===== src/design/flash_rewrite_consts.vh =====
`ifndef FLASH_REWRITE_CONSTS_VH
`define FLASH_REWRITE_CONSTS_VH
// ==========================================
// Register byte offsets
`define OFS_STATUS_CONTROL 4'h0
`define OFS_MODE_BLOCK_PROTECT 4'h4
`define OFS_SUSPEND_CONTROL 4'h8
// ==========================================
// Status and control field positions
`define B_READY 0
`define B_CPU_EN 1
`define B_LOW_EN 2
`define B_STOP 3
`define B_PERR 6
`define B_EERR 7
// ==========================================
// Mode and block protect field positions
`define B_MODE_SEL 1
`define B_BLK0_DIS 5
`define B_BLK1_DIS 6
`define B_FIXED_ONE 7
// ==========================================
// Suspend control field positions
`define B_SUSP_EN 0
`define B_ESUSP_REQ 1
`define B_PSUSP_REQ 2
`define B_EACT 3
`define B_PACT 4
`define B_RD_PERMIT 6
// ==========================================
// Reset values of single bits
`define BIT_CLR 1'b0
`define BIT_SET 1'b1
// ==========================================
// Bus answers and protected blocks
`define RESP_OKAY 2'h0
`define RESP_SLVERR 2'h2
`define BLOCK0 0
`define BLOCK1 1
// ==========================================
// Timing
`define SUSPEND_LATENCY_NS 20000
`define CLK_PERIOD_NS 8
`endif


===== src/design/flash_rewrite_suspend_control.v =====
// Overview of operation
// Software sets rewrite enable first, then mode select, to enter interrupt-suspend mode.
// In interrupt-suspend mode software judges completion from the status register only.
// Software sets suspend enable before erase and keeps the suspending interrupt enabled.
// After an erase command no interrupt is acknowledged before the suspend latency; in software-suspend mode the code acknowledges irq_request at once.
// Interrupt-suspend mode: interrupt during erase sets erase suspend request and suspends.
// Clearing erase suspend request while still busy resumes the suspended erase.
// Program suspension needs suspend enable; interrupt acknowledged only after latency; in software-suspend mode the code acknowledges at once.
// Interrupt-suspend mode: interrupt during program sets program suspend request, suspends.
// Clearing program suspend request while still busy resumes the suspended program.
// Ready flag is 0 while programming, erasing or suspended, else 1.
// Flash commands are accepted only while rewrite enable is 1.
// With low blocks enable 0, blocks 0 and 1 reject program and erase.
// With low blocks enable 1, each low block obeys its own disable bit.
// Flash stop resets the control logic, cuts current and blocks access.
// Software sets flash stop when a software-suspend mode operation never finishes.
// Stop or wait with rewrite disabled powers the flash off and back on.
// Program error flag is read-only, 1 after a failed program, else 0.
// Erase error flag is read-only, 1 after a failed erase, else 0.
// Software-suspend mode: writing a suspend request bit 1 suspends the operation.
// Erase active flag is 1 from erase start, through suspension, to its end.
// Program active flag is 1 from program start, through suspension, to its end.
// Read permit flag is 0 while an operation runs and 1 in suspend.
// Clearing rewrite enable forces low blocks enable to 0.
// Clearing rewrite enable forces mode select to 0, software-suspend mode.
// With suspend enable 0, suspend requests are ignored and operations complete.
//
// The address map and register access over AXI4-Lite were chosen for this implementation.
`include "flash_rewrite_consts.vh"
`timescale 1ns/1ns
`default_nettype none
module flash_rewrite_suspend_control #(
  parameter AW = 4,
  parameter BLK_W = 4,
  parameter LATENCY_CYCLES =
    (`SUSPEND_LATENCY_NS + `CLK_PERIOD_NS - 1) / `CLK_PERIOD_NS,
  parameter LAT_W = 16
) (
  input wire aclk,
  input wire aresetn,
  input wire [AW-1:0] s_axi_awaddr,
  input wire [2:0] s_axi_awprot,
  input wire s_axi_awvalid,
  output wire s_axi_awready,
  input wire [31:0] s_axi_wdata,
  input wire [3:0] s_axi_wstrb,
  input wire s_axi_wvalid,
  output wire s_axi_wready,
  output wire [1:0] s_axi_bresp,
  output wire s_axi_bvalid,
  input wire s_axi_bready,
  input wire [AW-1:0] s_axi_araddr,
  input wire [2:0] s_axi_arprot,
  input wire s_axi_arvalid,
  output wire s_axi_arready,
  output wire [31:0] s_axi_rdata,
  output wire [1:0] s_axi_rresp,
  output wire s_axi_rvalid,
  input wire s_axi_rready,
  input wire cmd_valid,
  input wire cmd_erase,
  input wire [BLK_W-1:0] cmd_block,
  output reg cmd_accept,
  output reg cmd_reject,
  output reg op_start,
  output reg op_is_erase,
  output reg [BLK_W-1:0] op_block,
  output reg op_suspend,
  input wire op_done,
  input wire op_error,
  input wire irq_request,
  output reg irq_ack,
  input wire stop_wait_mode,
  output reg flash_reset,
  output reg flash_power_on
);
  // ==========================================
  // Sequencer states
  localparam [2:0] ST_IDLE = 3'b001;
  localparam [2:0] ST_BUSY = 3'b010;
  localparam [2:0] ST_SUSP = 3'b100;

  // ==========================================
  // Register fields and state
  reg cpu_en_reg;
  reg low_en_reg;
  reg stop_reg;
  reg perr_reg;
  reg eerr_reg;
  reg mode_sel_reg;
  reg blk0_dis_reg;
  reg blk1_dis_reg;
  reg susp_en_reg;
  reg esusp_req_reg;
  reg psusp_req_reg;
  reg eact_reg;
  reg pact_reg;
  reg [2:0] state_reg;
  reg [2:0] state_next;

  // ==========================================
  // Register port
  wire wr_en;
  wire [AW-1:0] wr_addr;
  wire [31:0] wr_data;
  wire [3:0] wr_strb;
  reg wr_err;
  reg [31:0] rd_data;
  reg rd_err;
  wire lat_done;

  axil_reg_port #(
    .AW(AW)
  ) u_port (
    .aclk(aclk),
    .aresetn(aresetn),
    .s_axi_awaddr(s_axi_awaddr),
    .s_axi_awvalid(s_axi_awvalid),
    .s_axi_awready(s_axi_awready),
    .s_axi_wdata(s_axi_wdata),
    .s_axi_wstrb(s_axi_wstrb),
    .s_axi_wvalid(s_axi_wvalid),
    .s_axi_wready(s_axi_wready),
    .s_axi_bresp(s_axi_bresp),
    .s_axi_bvalid(s_axi_bvalid),
    .s_axi_bready(s_axi_bready),
    .s_axi_arvalid(s_axi_arvalid),
    .s_axi_arready(s_axi_arready),
    .s_axi_rdata(s_axi_rdata),
    .s_axi_rresp(s_axi_rresp),
    .s_axi_rvalid(s_axi_rvalid),
    .s_axi_rready(s_axi_rready),
    .wr_en(wr_en),
    .wr_addr(wr_addr),
    .wr_data(wr_data),
    .wr_strb(wr_strb),
    .wr_err(wr_err),
    .rd_data(rd_data),
    .rd_err(rd_err)
  );

  // ==========================================
  // Decode
  wire lane0 = wr_en && wr_strb[0];
  wire wr_stat = lane0 && (wr_addr == `OFS_STATUS_CONTROL);
  wire wr_mode = lane0 && (wr_addr == `OFS_MODE_BLOCK_PROTECT);
  wire wr_susp = lane0 && (wr_addr == `OFS_SUSPEND_CONTROL);
  wire st_idle = state_reg[0];
  wire st_busy = state_reg[1];
  wire st_susp = state_reg[2];
  wire stop_eff = stop_reg && cpu_en_reg;

  always @* begin
    if (wr_addr == `OFS_STATUS_CONTROL) begin
      wr_err = 1'b0;
    end else if (wr_addr == `OFS_MODE_BLOCK_PROTECT) begin
      wr_err = 1'b0;
    end else if (wr_addr == `OFS_SUSPEND_CONTROL) begin
      wr_err = 1'b0;
    end else begin
      wr_err = 1'b1;
    end
  end

  always @* begin
    rd_data = 32'h00000000;
    rd_err = 1'b0;
    if (s_axi_araddr == `OFS_STATUS_CONTROL) begin
      rd_data[`B_READY] = st_idle;
      rd_data[`B_CPU_EN] = cpu_en_reg;
      rd_data[`B_LOW_EN] = low_en_reg;
      rd_data[`B_STOP] = stop_reg;
      rd_data[`B_PERR] = perr_reg;
      rd_data[`B_EERR] = eerr_reg;
    end else if (s_axi_araddr == `OFS_MODE_BLOCK_PROTECT) begin
      rd_data[`B_MODE_SEL] = mode_sel_reg;
      rd_data[`B_BLK0_DIS] = blk0_dis_reg;
      rd_data[`B_BLK1_DIS] = blk1_dis_reg;
      rd_data[`B_FIXED_ONE] = 1'b1;
    end else if (s_axi_araddr == `OFS_SUSPEND_CONTROL) begin
      rd_data[`B_SUSP_EN] = susp_en_reg;
      rd_data[`B_ESUSP_REQ] = esusp_req_reg;
      rd_data[`B_PSUSP_REQ] = psusp_req_reg;
      rd_data[`B_EACT] = eact_reg;
      rd_data[`B_PACT] = pact_reg;
      rd_data[`B_RD_PERMIT] = !st_busy;
    end else begin
      rd_err = 1'b1;
    end
  end

  // ==========================================
  // Command admission
  wire is_blk0 = (cmd_block == `BLOCK0);
  wire is_blk1 = (cmd_block == `BLOCK1);
  wire blk_ok = is_blk0 ? (low_en_reg && !blk0_dis_reg) :
                is_blk1 ? (low_en_reg && !blk1_dis_reg) : 1'b1;
  wire accept = cmd_valid && cpu_en_reg && !stop_eff && st_idle && blk_ok;

  // ==========================================
  // Suspend control
  wire done_now = st_busy && op_done;
  wire hw_susp = mode_sel_reg && susp_en_reg && irq_request && st_busy &&
                 lat_done && !op_done;
  wire esusp_set = hw_susp && op_is_erase;
  wire psusp_set = hw_susp && !op_is_erase;
  wire esusp_next = esusp_set || (wr_susp ? wr_data[`B_ESUSP_REQ] : esusp_req_reg);
  wire psusp_next = psusp_set || (wr_susp ? wr_data[`B_PSUSP_REQ] : psusp_req_reg);
  wire req_cur = op_is_erase ? esusp_req_reg : psusp_req_reg;
  wire go_susp = st_busy && susp_en_reg && lat_done && req_cur && !op_done;
  wire go_resume = st_susp && !req_cur;

  suspend_latency_timer #(
    .CYCLES(LATENCY_CYCLES),
    .W(LAT_W)
  ) u_latency (
    .aclk(aclk),
    .aresetn(aresetn),
    .start(accept),
    .clear(stop_eff),
    .done_reg(lat_done)
  );

  always @* begin
    state_next = state_reg;
    case (state_reg)
      ST_IDLE: begin
        if (accept) begin
          state_next = ST_BUSY;
        end
      end
      ST_BUSY: begin
        if (done_now) begin
          state_next = ST_IDLE;
        end else if (go_susp) begin
          state_next = ST_SUSP;
        end
      end
      ST_SUSP: begin
        if (go_resume) begin
          state_next = ST_BUSY;
        end
      end
      default: begin
        state_next = ST_IDLE;
      end
    endcase
    if (stop_eff) begin
      state_next = ST_IDLE;
    end
  end

  // ==========================================
  // Control registers
  always @(posedge aclk) begin
    if (!aresetn) begin
      cpu_en_reg <= `BIT_CLR;
      low_en_reg <= `BIT_CLR;
      stop_reg <= `BIT_CLR;
      mode_sel_reg <= `BIT_CLR;
      blk0_dis_reg <= `BIT_CLR;
      blk1_dis_reg <= `BIT_CLR;
      susp_en_reg <= `BIT_CLR;
    end else begin
      if (wr_stat) begin
        cpu_en_reg <= wr_data[`B_CPU_EN];
        stop_reg <= wr_data[`B_STOP];
        low_en_reg <= wr_data[`B_LOW_EN] && wr_data[`B_CPU_EN];
        if (!wr_data[`B_CPU_EN]) begin
          mode_sel_reg <= `BIT_CLR;
        end
      end
      if (wr_mode) begin
        if (!(wr_stat && !wr_data[`B_CPU_EN])) begin
          mode_sel_reg <= wr_data[`B_MODE_SEL];
        end
        if (cpu_en_reg) begin
          blk0_dis_reg <= wr_data[`B_BLK0_DIS];
          blk1_dis_reg <= wr_data[`B_BLK1_DIS];
        end
      end
      if (wr_susp) begin
        susp_en_reg <= wr_data[`B_SUSP_EN];
      end
    end
  end

  // ==========================================
  // Operation state and flags
  always @(posedge aclk) begin
    if (!aresetn) begin
      state_reg <= ST_IDLE;
      esusp_req_reg <= `BIT_CLR;
      psusp_req_reg <= `BIT_CLR;
      eact_reg <= `BIT_CLR;
      pact_reg <= `BIT_CLR;
      perr_reg <= `BIT_CLR;
      eerr_reg <= `BIT_CLR;
      op_is_erase <= `BIT_CLR;
      op_block <= {BLK_W{1'b0}};
    end else begin
      state_reg <= state_next;
      esusp_req_reg <= esusp_next;
      psusp_req_reg <= psusp_next;
      if (stop_eff) begin
        eact_reg <= `BIT_CLR;
        pact_reg <= `BIT_CLR;
        esusp_req_reg <= esusp_set;
        psusp_req_reg <= psusp_set;
      end else if (accept) begin
        op_is_erase <= cmd_erase;
        op_block <= cmd_block;
        eact_reg <= cmd_erase;
        pact_reg <= !cmd_erase;
      end else if (done_now) begin
        eact_reg <= `BIT_CLR;
        pact_reg <= `BIT_CLR;
        if (op_is_erase) begin
          eerr_reg <= op_error;
        end else begin
          perr_reg <= op_error;
        end
      end
    end
  end

  // ==========================================
  // Outputs to the array engine and CPU
  always @(posedge aclk) begin
    if (!aresetn) begin
      cmd_accept <= `BIT_CLR;
      cmd_reject <= `BIT_CLR;
      op_start <= `BIT_CLR;
      op_suspend <= `BIT_CLR;
      irq_ack <= `BIT_CLR;
      flash_reset <= `BIT_CLR;
      flash_power_on <= `BIT_SET;
    end else begin
      cmd_accept <= accept;
      cmd_reject <= cmd_valid && !accept;
      op_start <= accept;
      op_suspend <= state_next[2];
      irq_ack <= irq_request && !(mode_sel_reg && state_next[1]);
      flash_reset <= stop_eff;
      flash_power_on <= !stop_eff && !(stop_wait_mode && !cpu_en_reg);
    end
  end
endmodule // flash_rewrite_suspend_control
`default_nettype wire


===== src/design/suspend_latency_timer.v =====
`include "flash_rewrite_consts.vh"
`timescale 1ns/1ns
`default_nettype none
// ==========================================
// Suspend latency timer
module suspend_latency_timer #(
  parameter CYCLES = 2500,
  parameter W = 16
) (
  input wire aclk,
  input wire aresetn,
  input wire start,
  input wire clear,
  output reg done_reg
);
  reg [W-1:0] count_reg;
  always @(posedge aclk) begin
    if (!aresetn || clear) begin
      count_reg <= {W{1'b0}};
      done_reg <= `BIT_CLR;
    end else if (start) begin
      count_reg <= CYCLES[W-1:0];
      done_reg <= `BIT_CLR;
    end else if (count_reg != {W{1'b0}}) begin
      count_reg <= count_reg - {{(W-1){1'b0}}, 1'b1};
      done_reg <= (count_reg == {{(W-1){1'b0}}, 1'b1});
    end
  end
endmodule // suspend_latency_timer
`default_nettype wire


===== src/design/axil_reg_port.v =====
`include "flash_rewrite_consts.vh"
`timescale 1ns/1ns
`default_nettype none
// ==========================================
// AXI4-Lite slave front end
module axil_reg_port #(
  parameter AW = 4
) (
  input wire aclk,
  input wire aresetn,
  input wire [AW-1:0] s_axi_awaddr,
  input wire s_axi_awvalid,
  output reg s_axi_awready,
  input wire [31:0] s_axi_wdata,
  input wire [3:0] s_axi_wstrb,
  input wire s_axi_wvalid,
  output reg s_axi_wready,
  output reg [1:0] s_axi_bresp,
  output reg s_axi_bvalid,
  input wire s_axi_bready,
  input wire s_axi_arvalid,
  output reg s_axi_arready,
  output reg [31:0] s_axi_rdata,
  output reg [1:0] s_axi_rresp,
  output reg s_axi_rvalid,
  input wire s_axi_rready,
  output reg wr_en,
  output reg [AW-1:0] wr_addr,
  output reg [31:0] wr_data,
  output reg [3:0] wr_strb,
  input wire wr_err,
  input wire [31:0] rd_data,
  input wire rd_err
);
  // Write path: address and data in either order
  always @(posedge aclk) begin
    if (!aresetn) begin
      s_axi_awready <= `BIT_SET;
      s_axi_wready <= `BIT_SET;
      s_axi_bvalid <= `BIT_CLR;
      s_axi_bresp <= `RESP_OKAY;
      wr_en <= `BIT_CLR;
      wr_addr <= {AW{1'b0}};
      wr_data <= 32'h00000000;
      wr_strb <= 4'h0;
    end else begin
      if (s_axi_awvalid && s_axi_awready) begin
        s_axi_awready <= `BIT_CLR;
        wr_addr <= s_axi_awaddr;
      end
      if (s_axi_wvalid && s_axi_wready) begin
        s_axi_wready <= `BIT_CLR;
        wr_data <= s_axi_wdata;
        wr_strb <= s_axi_wstrb;
      end
      wr_en <= !s_axi_awready && !s_axi_wready && !wr_en && !s_axi_bvalid;
      if (wr_en) begin
        s_axi_bvalid <= `BIT_SET;
        s_axi_bresp <= wr_err ? `RESP_SLVERR : `RESP_OKAY;
      end
      if (s_axi_bvalid && s_axi_bready) begin
        s_axi_bvalid <= `BIT_CLR;
        s_axi_awready <= `BIT_SET;
        s_axi_wready <= `BIT_SET;
      end
    end
  end
  // Read path: data captured at the address handshake
  always @(posedge aclk) begin
    if (!aresetn) begin
      s_axi_arready <= `BIT_SET;
      s_axi_rvalid <= `BIT_CLR;
      s_axi_rdata <= 32'h00000000;
      s_axi_rresp <= `RESP_OKAY;
    end else if (s_axi_arvalid && s_axi_arready) begin
      s_axi_arready <= `BIT_CLR;
      s_axi_rvalid <= `BIT_SET;
      s_axi_rdata <= rd_data;
      s_axi_rresp <= rd_err ? `RESP_SLVERR : `RESP_OKAY;
    end else if (s_axi_rvalid && s_axi_rready) begin
      s_axi_rvalid <= `BIT_CLR;
      s_axi_arready <= `BIT_SET;
    end
  end
endmodule // axil_reg_port
`default_nettype wire


===== config.mk =====
export PLATFORM = sky130hd
export DESIGN_NAME = flash_rewrite_suspend_control
export DESIGN_NICKNAME = d
export VERILOG_FILES = /design/src/design/flash_rewrite_suspend_control.v /design/src/design/suspend_latency_timer.v /design/src/design/axil_reg_port.v
export VERILOG_INCLUDE_DIRS = /design/src /design/src/design
export SDC_FILE = /design/constraint.sdc
export NUM_CORES = 1
export LEC_CHECK = 0
export BUFFER_PORTS_ARGS = -buffer_cell sky130_fd_sc_hd__buf_2
export CAP_MARGIN = 20
export CORE_UTILIZATION = 38
export CTS_CLUSTER_DIAMETER = 200
export DETAILED_ROUTE_END_ITERATION = 8
export SKIP_CTS_REPAIR_TIMING = 1
export SYNTH_ARGS = -nofsm -noshare
export SYNTH_HDL_FRONTEND = slang
export SYNTH_SLANG_ARGS = --single-unit

===== constraint.sdc =====
create_clock -name aclk -period 2.95 [get_ports aclk]
set_input_delay 0.4425 -clock aclk [delete_from_list [all_inputs] [get_ports aclk]]
set_output_delay 0.4425 -clock aclk [all_outputs]
set_load 0.1 [all_outputs]

Yosys cells after proc, flatten, opt, wreduce, memory -nomap -nowiden --
Index checks and enable logic that the tools add are counted.
Storage, ports and cells: flip-flop bits (word level) 74, input port bits 67, logic and storage cells 175
Operators by class: $add $sub $neg 1, equality and inequality tests 12, muxes and demuxes 45, bitwise logic cells 4, reduce and logical (&&, ||, !) cells 75
Operator list (number):
- $logic_and A1 B1 Y1 | 39
- $mux W1 | 30
- $mux W12 | 2
- $logic_not A1 Y1 | 18
- $mux W3 | 6
- $eq A16 B1 Y1 const B | 1
- $reduce_bool A16 Y1 | 1
- $sub A16 B1 Y16 const B | 1
- $logic_not A4 Y1 | 3
- $pmux W3 S3 | 1
- $eq A4 B3 Y1 const B | 2
- $eq A4 B4 Y1 const B | 2
- $mux W2 | 4
- $reduce_and A4 Y1 | 2
- $reduce_bool A2 Y1 | 3
- $reduce_or A2 Y1 | 3
- $mux W5 | 1
- $eq A4 B1 Y1 const B | 1
- $mux W4 | 1
- $ne A2 B2 Y1 const B | 2
- $not A1 Y1 | 4
- $reduce_and A2 Y1 | 2
- $eq A3 B1 Y1 const B | 1
- $eq A3 B2 Y1 const B | 1
- 4 further kinds | 6

Logic depth before layout (Yosys ltp) --
Gate-level depths: netlist of the first run.
depth after elaboration 11, gate-level depth with buffers 7, mapped depth without buffers 6

By module --
A second synthesis of the first run with hierarchy kept.
Unflattened totals: cells, all modules 618, area, all modules 5392.7 um2
Modules (own cells, without submodules):
- axil_reg_port | times used 1, cells an instance 360, area each 3194.3 um2, sequential area each 1601.5 um2
- flash_rewrite_suspend_control | times used 1, cells an instance 148, area each 1231.2 um2, sequential area each 520.5 um2
- suspend_latency_timer | times used 1, cells an instance 110, area each 967.2 um2, sequential area each 340.3 um2

Worst setup path before layout of the first run --
No wires, ideal clock.
kind register to register, start point register u_port.s_axi_arready, end point register u_port.s_axi_rresp[1], setup time 0.067 ns, data arrival time 1.815 ns, required time 2.883 ns, path slack 1.068 ns, stages on the path, launching flop included 6, path buffers 1, cells stage by stage dfxtp_1 > nand2_1 > clkbuf_1 > nor3_1 > a21oi_1 > nor2b_1
Between the ends: longest elaborated chain between the ends 1
Ends and longest elaborated chain:
- from (decl) | RTL line axil_reg_port.v:22 | output reg s_axi_arready,
- from (signal assigned) | RTL line axil_reg_port.v:71 | s_axi_arready <= `BIT_SET;
- from (signal assigned) | RTL line axil_reg_port.v:76 | s_axi_arready <= `BIT_CLR;
- from (signal assigned) | RTL line axil_reg_port.v:82 | s_axi_arready <= `BIT_SET;
- $logic_and A1 B1 Y1 | RTL line axil_reg_port.v:75 | end else if (s_axi_arvalid && s_axi_arready) begin
- to (signal assigned) | RTL line axil_reg_port.v:74 | s_axi_rresp <= `RESP_OKAY;
- to (signal assigned) | RTL line axil_reg_port.v:79 | s_axi_rresp <= rd_err ? `RESP_SLVERR : `RESP_OKAY;
- to (decl) | RTL line axil_reg_port.v:24 | output reg [1:0] s_axi_rresp,
No other way between the ends. A chain may end at the register's enable or synchronous reset.

Final worst setup path of the first run --
start point register blk1_dis_reg, end point register u_latency.done_reg
Between the ends: longest elaborated chain between the ends 6
Ends and longest elaborated chain:
- from (decl) | RTL line flash_rewrite_suspend_control.v:92 | reg blk1_dis_reg;
- from (signal assigned) | RTL line flash_rewrite_suspend_control.v:262 | blk1_dis_reg <= `BIT_CLR;
- from (signal assigned) | RTL line flash_rewrite_suspend_control.v:279 | blk1_dis_reg <= wr_data[`B_BLK1_DIS];
- $logic_not A1 Y1 | RTL line flash_rewrite_suspend_control.v:197 | is_blk1 ? (low_en_reg && !blk1_dis_reg) : 1'b1;
- $logic_and A1 B1 Y1 | RTL line flash_rewrite_suspend_control.v:197
- $mux W1 | RTL line flash_rewrite_suspend_control.v:197
- $mux W1 | RTL line flash_rewrite_suspend_control.v:196 | wire blk_ok = is_blk0 ? (low_en_reg && !blk0_dis_reg) :
- $logic_and A1 B1 Y1 | RTL line flash_rewrite_suspend_control.v:198 | wire accept = cmd_valid && cpu_en_reg && !stop_eff && st_idle && blk_ok;
- $reduce_or A2 Y1 (no line)
- to (signal assigned) | RTL line suspend_latency_timer.v:20 | done_reg <= `BIT_CLR;
- to (signal assigned) | RTL line suspend_latency_timer.v:23 | done_reg <= `BIT_CLR;
- to (signal assigned) | RTL line suspend_latency_timer.v:26 | done_reg <= (count_reg == {{(W-1){1'b0}}, 1'b1});
- to (decl) | RTL line suspend_latency_timer.v:14 | output reg done_reg
No other way between the ends.

==> impl_summary.log, run 1 <==
[metrics] mean routed wirelength per cell: roughly 13 um
[metrics] flip-flop count of the largest register after layout: 16
[metrics] mean cell area of the mapped netlist: roughly 8.8 um2
[metrics] most used routing layer: met2
[metrics] data arrival time at the worst-slack endpoint: 2.11 ns
[metrics] clock tree from TritonCTS: built
[metrics] logic depth of the worst register-to-register path: 5
[metrics] Post-synth EDFFs: 0
[metrics] Seq/Total Area, Yosys: 42.7%
[metrics] worst flop-to-flop path startpoint: blk1_dis_reg$_SDFFE_PN0P_
[metrics] largest voltage drop on the vdd net: roughly 0.3 mV
[metrics] Ports: 120
[metrics] residual DRC count: 0
[metrics] Fin. Hold Viols: 0
[metrics] number of distinct library cell variants in the gate-level netlist after synthesis: 50
[metrics] Max-cap violations: 0
[metrics] Inserted Diodes: 0
[metrics] endpoint kind of the worst setup timing path: register
[metrics] via density per instance: slightly below 5
[metrics] number of warnings reported in the yosys synthesis log: 0
[metrics] destination of the worst hold path: u_port.s_axi_awready$_SDFFE_PP1P_
[metrics] worst slack at placement: 0.847 ns
[metrics] period utilisation layout: 63.1%
[metrics] fraction of synthesis flops using an asynchronous set or reset pin: 0%
[metrics] number of slew-limit violations in the final report: 0
[metrics] maximum number of pins on one net before global-route repair: 29
[metrics] setup TNS: 0 ns
[metrics] global-route usage over all layers: 16.7%
[metrics] clock edge transition at the registers on the reported setup and hold paths: 0.08 ns
[metrics] Horiz. Die Dim: between 90 and 100 um
[metrics] Global Route met1 Usage: 22.2%
[metrics] CP startpoint kind: register
[metrics] WHS: 0.343 ns
[metrics] Min-Delay Path Class: primary input to register
[metrics] Remaining Overflow, GRT: 0
[metrics] number of global-route vias before repair: 2407
[metrics] hold wc startpoint: s_axi_awvalid
[metrics] initial core utilization: between 30% and 40%
[metrics] clock root buffer: sky130_fd_sc_hd__clkbuf_8
[metrics] met2 demand-to-capacity share in global routing: 25.3%
[metrics] HPWL after detailed placement: 4940 um
[metrics] kind of critical path: register to register
[metrics] residual antenna-violating net count after detailed routing: 0
[metrics] Initial DRT Pass Iterations: 4
[metrics] #FFs+latches synth: 70
[metrics] Die Ht: 95.0 um
[metrics] status: complete, no violations
[metrics] slowest CP cell: sky130_fd_sc_hd__a2111o_1
[metrics] post-layout worst setup margin: 1.09 ns
[metrics] delay contributed by the slowest stage of the critical path: 0.43 ns
[metrics] Slew headroom: 66.4%
[metrics] commonest cells after routing, fill and taps aside: sky130_fd_sc_hd__dfxtp_1, sky130_fd_sc_hd__buf_2, sky130_fd_sc_hd__nand2_1
[metrics] DRT Wirelength: a little under 7000 um
[metrics] fmax: about 0.54 GHz
[metrics] fin crit period: 1.86 ns
[metrics] maximum fanout along the worst path: 12
[metrics] worst hold path depth: 2
[metrics] setup slack, reg-to-reg: 1.09 ns
[metrics] Clock Sinks: 70
[metrics] Design Area, Final: 3700 um2
[metrics] cell family with most CP delay: simple AND/OR/NAND/NOR gates
[metrics] std cell rows: 33
[metrics] fraction of layout instances using a drive strength above 1: 20.0%
[metrics] global-route wire length before repair: 11400 um
[metrics] Tightest Pin Transition: 0.504 ns
[metrics] number of setup violations in the final report: 0
[metrics] required time of the worst setup path: 3.20 ns
[metrics] Reg2Reg Capture Point: u_latency.done_reg$_SDFFE_PP0P_
[metrics] layout-stage area growth over the synthesis result: 12.7%
[metrics] ratio of total power to cell area: 775 nW/um2
[metrics] met3 usage: ~4.8%
[metrics] NumNets Final: 494
[metrics] synthesized instance count: approximately 370
[metrics] placeable core region: just over 8000 um2
[metrics] RSZ-0062 raised after global routing: no
[metrics] Tot Pwr: 2.87 mW
[metrics] buffer and inverter count on the worst path: 0
[metrics] area of placed instances: 3540 um2
[metrics] Primary FF master, synth: sky130_fd_sc_hd__dfxtp_1
[metrics] initial antenna violation count: 0
[metrics] leakage power: 1.56 nW
[metrics] vias post-DR: 2633
[metrics] number of H-tree levels: 3
[metrics] Clock Skews: 0.00882 ns
[metrics] 1st-iter DRT viols: 63
[metrics] number of buffer cells added on primary ports: 58
[metrics] maximum buffer depth of the clock tree: 2
[metrics] cell area after synthesis: 3280 um2
[metrics] Die ar.: 9020 um2
[metrics] routability congestion estimate from global placement: 0.792
[metrics] most frequent standard cell in the layout excluding fill and tap cells: sky130_fd_sc_hd__dfxtp_1
[metrics] number of buffers created by CTS: 9
[metrics] latest clock arrival within the worst-skew pair: 0.35 ns
[metrics] list of cells traversed by the critical path: mux2i_1 > a2111o_1 > nand2_1 > nand3_1 > nor4_1
[worst max path at each step]
| stage | to | from | cells past startpoint |
|---|---|---|---|
| after floorplan | u_port.s_axi_rresp[1]$_SDFFE_PN0P_ | u_port.s_axi_arready$_SDFFE_PN1P_ | 5 |
| after global placement | u_latency.done_reg$_SDFFE_PP0P_ | cmd_block[0] | 6 |
| after detailed placement | u_latency.done_reg$_SDFFE_PP0P_ | cmd_block[0] | 6 |
| after CTS | u_latency.done_reg$_SDFFE_PP0P_ | blk1_dis_reg$_SDFFE_PN0P_ | 5 |
| after global routing | u_latency.done_reg$_SDFFE_PP0P_ | blk1_dis_reg$_SDFFE_PN0P_ | 5 |
| final | u_latency.done_reg$_SDFFE_PP0P_ | blk1_dis_reg$_SDFFE_PN0P_ | 5 |
[metal layers]
layer / vias to the layer above / wire length [um]
li1: 1337 / -
met4: 0 / 107
met5: - / 0
met3: 10 / 346
met2: 74 / 2900
met1: 1212 / 3440
[layout make-up]
class | instances | area, um2
Sequential cell | 70 | 1400
Tap cell | 105 | 131
Multi-Input combinational cell | 277 | 1670
Inverter | 7 | 26.3
Fill cell | 832 | 4600
Timing Repair Buffer | 60 | 305
Clock buffer | 10 | 128
Clock inverter | 5 | 36.3
[cells in the mapped netlist, drive strengths merged (4+ instances only)]
cell type | n | area [um2]
inv | 7 | 26.3
or3 | 4 | 25.0
and3 | 4 | 25.0
mux2i | 17 | 170
a21boi | 19 | 143
nor2b | 19 | 119
a211oi | 6 | 60.1
buf | 31 | 231
clkbuf | 12 | 45.0
a21oi | 15 | 78.8
nor2 | 22 | 82.6
o21ai | 11 | 55.1
nand2 | 43 | 161
a31oi | 5 | 31.3
nor3 | 15 | 85.1
nor4 | 6 | 58.8
xnor2 | 7 | 61.3
nand3 | 22 | 128
dfxtp | 70 | 1400
and2 | 4 | 25.0
nand2b | 5 | 31.3
[through the flow]
| stage | instances | utilization [%] |
|---|---|---|
| CTS | 534 | 44.6 |
| floorplan | 397 | - |
| global route | 534 | 44.6 |
| global placement | 519 | 42.6 |
| detailed placement | 519 | 42.6 |
| finish | 534 | 44.6 |
[where the power goes]
group / internal (mW) / switching [mW] / leakage (nW)
sequential: 1.05 / 0.116 / 0.571
combinational: 0.343 / 0.691 / 0.916
clock: 0.302 / 0.369 / 0.0748
total: 1.69 / 1.18 / 1.56
[kinds of logic after synthesis]
logic type,synth area share [%]
simple gates,25.3
other cells,0.114
fa+ha+maj,0.762
mux,5.18
buf+inv,9.22
xor+xnor,2.67
flops,42.7
compound gates,14.0
[worst register-to-register path, cell delays in order, from the launching register on]
cell                       delay, ns
sky130_fd_sc_hd__dfxtp_1        0.37
sky130_fd_sc_hd__mux2i_1        0.11
sky130_fd_sc_hd__a2111o_1       0.43
sky130_fd_sc_hd__nand2_1        0.09
sky130_fd_sc_hd__nand3_1        0.37
sky130_fd_sc_hd__nor4_1         0.39
(Power assumes the default switching activity.)
==> inputs of run 2 (changes only) <==
==> constraint.sdc (replaced) <==
create_clock -name aclk -period 1.9 [get_ports aclk]
set_input_delay 0.285 -clock aclk [delete_from_list [all_inputs] [get_ports aclk]]
set_output_delay 0.285 -clock aclk [all_outputs]
set_load 0.1 [all_outputs]
==> run 2 against run 1 <==
  * Critical path type unchanged
  * Cell area up 2.6%
  * Cell count up 1.1%
  * Non-clock buffer count up 5
  * Clock-buffer cell count down 1
  * Combinational power up 59%
  * Utilization up 1.2 points
  * Maximum frequency up 10%
  * Hold slack worse by 0.17 ns
  * Critical path depth up 1
==> impl_summary.log, run 2 (synthesis results as in run 1) <==
[metrics] period utilisation layout: 88.7% (+26 points)
[metrics] Inserted Diodes: 0 (unchanged)
[metrics] Worst path depth: 6 (+1)
[metrics] initial core utilization: 39.6% (unchanged)
[metrics] fmax: 0.593 GHz (+10%)
[metrics] kind of critical path: register to register
[metrics] Clock Skews: 0.0121 ns (+0.00327 ns)
[metrics] slowest CP cell: sky130_fd_sc_hd__a2111o_1
[metrics] Ports: 120 (unchanged)
[metrics] number of H-tree levels: 3 (unchanged)
[metrics] std cell rows: 33 (unchanged)
[metrics] Tot Pwr: 4.70 mW (+64%)
[metrics] Tightest Pin Transition: 0.511 ns (+0.00698 ns)
[metrics] setup TNS: 0 ns (unchanged)
[metrics] number of setup violations in the final report: 0 (unchanged)
[metrics] routability congestion estimate from global placement: 0.741 (-6.4%)
[metrics] maximum number of pins on one net before global-route repair: 26 (-10%)
[metrics] worst flop-to-flop path startpoint: blk1_dis_reg$_SDFFE_PN0P_
[metrics] # placed instances: 524 (+0.96%)
[metrics] layout-stage area growth over the synthesis result: 15.7%
[metrics] residual DRC count: 0 (unchanged)
[metrics] hold wc startpoint: aresetn
[metrics] leakage power: 1.62 nW (+3.5%)
[metrics] 1st-iter DRT viols: 63 (unchanged)
[metrics] clock tree from TritonCTS: built
[metrics] latest clock arrival within the worst-skew pair: 0.36 ns (about the same)
[metrics] worst hold path depth: 2 (unchanged)
[metrics] Initial DRT Pass Iterations: 4 (unchanged)
[metrics] Fin. Hold Viols: 0 (unchanged)
[metrics] CP startpoint kind: register
[metrics] fin crit period: 1.69 ns (-0.176 ns)
[metrics] Max-cap violations: 0 (unchanged)
[metrics] clock root buffer: sky130_fd_sc_hd__clkbuf_8
[metrics] placeable core region: 8300 um2 (unchanged)
[metrics] number of buffer cells added on primary ports: 58 (unchanged)
[metrics] Die ar.: 9020 um2 (unchanged)
[metrics] maximum fanout along the worst path: 19 (+7)
[metrics] non-filler instance count after layout: 540 (+1.1%)
[metrics] Die Ht: 95.0 um (unchanged)
[metrics] initial antenna violation count: 0 (unchanged)
[metrics] HPWL after detailed placement: 5020 um (+1.6%)
[metrics] number of buffers created by CTS: 9 (unchanged)
[metrics] endpoint kind of the worst setup timing path: register
[metrics] Worst setup startpoint: blk1_dis_reg$_SDFFE_PN0P_
[metrics] Min-Delay Path Class: primary input to register
[metrics] maximum buffer depth of the clock tree: 2 (unchanged)
[metrics] number of global-route vias before repair: 2457 (+2.1%)
[metrics] number of slew-limit violations in the final report: 0 (unchanged)
[metrics] buffer and inverter count on the worst path: 1 (+1)
[metrics] cell family with most CP delay: compound AO/OA/AOI/OAI gates
[metrics] setup slack, reg-to-reg: 0.21 ns (-0.87 ns)
[metrics] Remaining Overflow, GRT: 0 (unchanged)
[metrics] vias post-DR: 2608 (-0.95%)
[metrics] global-route usage over all layers: 16.4% (-0.29 points)
[metrics] logic depth of the worst register-to-register path: 6 (+1)
[metrics] global-route wire length before repair: 11300 um (-0.66%)
[metrics] worst slack at placement: 0.108 ns (-0.739 ns)
[metrics] clock edge transition at the registers on the reported setup and hold paths: 0.08 ns (about the same)
[metrics] RSZ-0062 raised after global routing: no
[metrics] Clock Sinks: 70 (unchanged)
[metrics] Design Area, Final: 3800 um2 (+2.6%)
[metrics] most frequent standard cell in the layout excluding fill and tap cells: sky130_fd_sc_hd__dfxtp_1
[metrics] data arrival time at the worst-slack endpoint: 1.95 ns (-0.16 ns)
[metrics] status: complete, no violations
[metrics] ratio of total power to cell area: 1240 nW/um2 (+60%)
[metrics] residual antenna-violating net count after detailed routing: 0 (unchanged)
[metrics] required time of the worst setup path: 2.17 ns (-1.03 ns)
[metrics] DRT Wirelength: 6800 um (about the same)
[metrics] list of cells traversed by the critical path: mux2i_1 > a2111o_1 > nand2_1 > buf_12 > o22ai_1 > a31oi_1
[metrics] fraction of layout instances using a drive strength above 1: 21.6% (+1.6 points)
[metrics] via density per instance: 4.83 (-2.1%)
[metrics] delay contributed by the slowest stage of the critical path: 0.44 ns (about the same)
[metrics] Slew headroom: 66.1% (-0.23 points)
[metrics] area of placed instances: 3590 um2 (+1.4%)
[metrics] mean routed wirelength per cell: 12.6 um (-1.0%)
[metrics] post-layout worst setup margin: 0.215 ns (-0.874 ns)
[metrics] commonest cells after routing, fill and taps aside: sky130_fd_sc_hd__dfxtp_1, sky130_fd_sc_hd__buf_2, sky130_fd_sc_hd__nand2_1
[metrics] NumNets Final: 499 (+1.0%)
[metrics] flip-flop count of the largest register after layout: 16 (unchanged)
[metrics] largest voltage drop on the vdd net: 0.448 mV (+49%)
[metrics] Horiz. Die Dim: 95.0 um (unchanged)
run 2: changes by cell type in the layout (fill, tap and decap cells not counted):
cell and delta:
sky130_fd_sc_hd__inv_6 +1, sky130_fd_sc_hd__inv_8 +1, sky130_fd_sc_hd__nand3_1 -1, sky130_fd_sc_hd__nand3_2 +1, sky130_fd_sc_hd__buf_12 +1, sky130_fd_sc_hd__clkbuf_1 -1
sky130_fd_sc_hd__bufinv_16 +1, sky130_fd_sc_hd__buf_4 +4, sky130_fd_sc_hd__clkinv_2 -1
run 2: layout make-up:
type | instances | area [um2]
tap | 105 | 131
multi-input combinational | 277 | 1680
inverter | 7 | 26.3
sequential | 70 | 1400
clock inverter | 7 | 81.3
fill | 843 | 4500
timing repair buffer | 65 | 355
clock buffer | 9 | 124
run 2: worst paths after layout:
path	end
max	irq_ack$_SDFF_PN0_
min	state_reg[0]$_SDFFE_PP1P_
max reg2reg	irq_ack$_SDFF_PN0_
min reg2reg	u_port.s_axi_rdata[5]$_SDFFE_PN0P_
run 2: through the flow:
step,utilization [%],hold slack (ns)
global route,45.8,0.170
finish,45.8,0.173
floorplan,-,0.385
detailed placement,43.2,0.455
CTS,45.7,0.160
global placement,43.2,0.452
run 2: report_power, final:
group          leakage [nW]  switching [mW]  internal [mW]
clock network        0.0944           0.629          0.624
logic                 0.952            1.09          0.550
registers             0.571           0.180           1.63
total                  1.62            1.90           2.80
run 2: metal layers:
metal	wire [um]	part of all wire (%)	up-vias	GRT usage [%]
li1	-	-	1352	-
met1	3540	52	1171	22.3
met2	2820	41	75	24.5
met3	322	4.7	10	4.11
met4	109	1.6	0	6.82
met5	0	0	-	0
==> inputs of run 3 (changes only) <==
--- a/config.mk
+++ b/config.mk
@@ -11,6 +11,7 @@
 export CORE_UTILIZATION = 38
 export CTS_CLUSTER_DIAMETER = 200
 export DETAILED_ROUTE_END_ITERATION = 8
+export MAX_ROUTING_LAYER = met4
 export SKIP_CTS_REPAIR_TIMING = 1
 export SYNTH_ARGS = -nofsm -noshare
 export SYNTH_HDL_FRONTEND = slang
==> run 3 against run 2 <==
  * Utilization unchanged
  * First-iteration DRC count unchanged
  * Register-to-register slack about the same
  * Critical path type unchanged
  * Global-route usage increased by 0.43 points
  * Largest power group unchanged
  * Critical path depth unchanged
  * Worst setup slack improved by 0.0028 ns
==> impl_summary.log, run 3 (synthesis results as in run 1) <==
[metrics] Global Route met1 Usage: 22.3% (unchanged)
[metrics] NumNets Final: 499 (unchanged)
[metrics] fmax: 0.594 GHz (+0.17%)
[metrics] layout-stage area growth over the synthesis result: 15.7% (unchanged)
[metrics] DRT Wirelength: 6780 um (-0.31%)
[metrics] kind of critical path: register to register
[metrics] clock edge transition at the registers on the reported setup and hold paths: 0.09 ns (about the same)
[metrics] met2 demand-to-capacity share in global routing: 24.6% (+0.12 points)
[metrics] Max-cap violations: 0 (unchanged)
[metrics] cell family with most CP delay: compound AO/OA/AOI/OAI gates
[metrics] RSZ-0062 raised after global routing: no
[metrics] Ports: 120 (unchanged)
[metrics] setup TNS: 0 ns (unchanged)
[metrics] number of global-route vias before repair: 2441 (-0.65%)
[metrics] maximum fanout along the worst path: 19 (unchanged)
[metrics] HPWL after detailed placement: 5020 um (unchanged)
[metrics] maximum buffer depth of the clock tree: 2 (unchanged)
[metrics] largest voltage drop on the vdd net: 0.446 mV (-0.32%)
[metrics] Inserted Diodes: 0 (unchanged)
[metrics] buffer and inverter count on the worst path: 1 (unchanged)
[metrics] number of setup violations in the final report: 0 (unchanged)
[metrics] most frequent standard cell in the layout excluding fill and tap cells: sky130_fd_sc_hd__dfxtp_1
[metrics] period utilisation layout: 88.6% (-0.15 points)
[metrics] non-filler instance count after layout: 540 (unchanged)
[metrics] Die ar.: 9020 um2 (unchanged)
[metrics] global-route usage over all layers: 16.8% (+0.43 points)
[metrics] fin crit period: 1.68 ns (-0.00277 ns)
[metrics] commonest cells after routing, fill and taps aside: sky130_fd_sc_hd__dfxtp_1, sky130_fd_sc_hd__buf_2, sky130_fd_sc_hd__nand2_1
[metrics] data arrival time at the worst-slack endpoint: 1.94 ns (about the same)
[metrics] routability congestion estimate from global placement: 0.750 (+1.3%)
[metrics] worst slack at placement: 0.108 ns (unchanged)
[metrics] latest clock arrival within the worst-skew pair: 0.35 ns (about the same)
[metrics] number of slew-limit violations in the final report: 0 (unchanged)
[metrics] WHS: 0.180 ns (+0.00645 ns)
[metrics] endpoint kind of the worst setup timing path: register
[metrics] residual DRC count: 0 (unchanged)
[metrics] clock root buffer: sky130_fd_sc_hd__clkbuf_8
[metrics] ratio of total power to cell area: 1240 nW/um2 (-0.18%)
[metrics] clock tree from TritonCTS: built
[metrics] status: complete, no violations
[metrics] Fin. Hold Viols: 0 (unchanged)
[metrics] std cell rows: 33 (unchanged)
[metrics] global-route wire length before repair: 11300 um (+0.24%)
[metrics] met3 usage: 4.91% (+0.81 points)
[metrics] initial antenna violation count: 0 (unchanged)
[metrics] most used routing layer: met2
[metrics] CP startpoint kind: register
[metrics] slowest CP cell: sky130_fd_sc_hd__a2111o_1
[metrics] vias post-DR: 2609 (+0.038%)
[metrics] Clock Sinks: 70 (unchanged)
[metrics] area of placed instances: 3590 um2 (unchanged)
[metrics] Remaining Overflow, GRT: 0 (unchanged)
[metrics] leakage power: 1.62 nW (unchanged)
[metrics] Clock Skews: 0.0130 ns (+0.000900 ns)
[metrics] residual antenna-violating net count after detailed routing: 0 (unchanged)
[metrics] number of H-tree levels: 3 (unchanged)
[metrics] final standard cell utilization of the core: 45.8% (unchanged)
[metrics] Horiz. Die Dim: 95.0 um (unchanged)
[metrics] via density per instance: 4.83 (about the same)
[metrics] initial core utilization: 39.6% (unchanged)
[metrics] Design Area, Final: 3800 um2 (unchanged)
[metrics] list of cells traversed by the critical path: mux2i_1 > a2111o_1 > nand2_1 > buf_12 > o22ai_1 > a31oi_1
[metrics] fraction of layout instances using a drive strength above 1: 21.6% (unchanged)
[metrics] delay contributed by the slowest stage of the critical path: 0.44 ns (about the same)
[metrics] number of buffer cells added on primary ports: 58 (unchanged)
[metrics] number of buffers created by CTS: 9 (unchanged)
[metrics] Initial DRT Pass Iterations: 5 (+1)
[metrics] maximum number of pins on one net before global-route repair: 26 (unchanged)
[metrics] # placed instances: 524 (unchanged)
[metrics] placeable core region: 8300 um2 (unchanged)
[metrics] mean routed wirelength per cell: 12.6 um (-0.31%)
[metrics] required time of the worst setup path: 2.16 ns (about the same)
[metrics] Tot Pwr: 4.69 mW (-0.18%)
[metrics] flip-flop count of the largest register after layout: 16 (unchanged)
[metrics] Min-Delay Path Class: primary input to register
[metrics] Die Ht: 95.0 um (unchanged)
[metrics] Slew headroom: 66.1% (unchanged)
[metrics] 1st-iter DRT viols: 63 (unchanged)
[metrics] post-layout worst setup margin: 0.217 ns (+0.00277 ns)
[metrics] Tightest Pin Transition: 0.511 ns (-0.000000656 ns)
run 3: cell counts in the layout (fill, tap and decap cells not counted):
No cell type changed its count.
run 3: worst paths after layout:
check / start / endpoint / slack, ns / cells past startpoint
setup / recovery: blk1_dis_reg$_SDFFE_PN0P_ / irq_ack$_SDFF_PN0_ / 0.22 / 6
hold / removal: s_axi_awvalid / u_port.s_axi_awready$_SDFFE_PP1P_ / 0.18 / 2
setup reg to reg: blk1_dis_reg$_SDFFE_PN0P_ / irq_ack$_SDFF_PN0_ / 0.22 / 6
hold reg to reg: u_port.s_axi_rdata[5]$_SDFFE_PN0P_ / u_port.s_axi_rdata[5]$_SDFFE_PN0P_ / 0.46 / 2
run 3: final cells by class:
cell class                      count  area (um2)
Multi-Input combinational cell    277        1680
Clock buffer                        9         124
Clock inverter                      7        81.3
Sequential cell                    70        1400
Inverter                            7        26.3
Fill cell                         843        4500
Timing Repair Buffer               65         355
Tap cell                          105         131
run 3: power breakdown:
part	internal, mW	total [mW]	switching [mW]
Clock	0.624	1.25	0.624
Sequential	1.63	1.81	0.179
Combinational	0.550	1.63	1.08
Total	2.80	4.69	1.89
run 3: metal layers:
layer  wire length (um)  share of wire (%)
met4                 48               0.71
met5                  0                  0
met1               3540                 52
met2               2850                 42
met3                340                5.0
run 3: worst reg2reg max path, cell delays in order (launching register included):
cell and delay (ns):
sky130_fd_sc_hd__dfxtp_1 0.39, sky130_fd_sc_hd__mux2i_1 0.12, sky130_fd_sc_hd__a2111o_1 0.44, sky130_fd_sc_hd__nand2_1 0.16
sky130_fd_sc_hd__buf_12 0.18, sky130_fd_sc_hd__o22ai_1 0.12, sky130_fd_sc_hd__a31oi_1 0.20
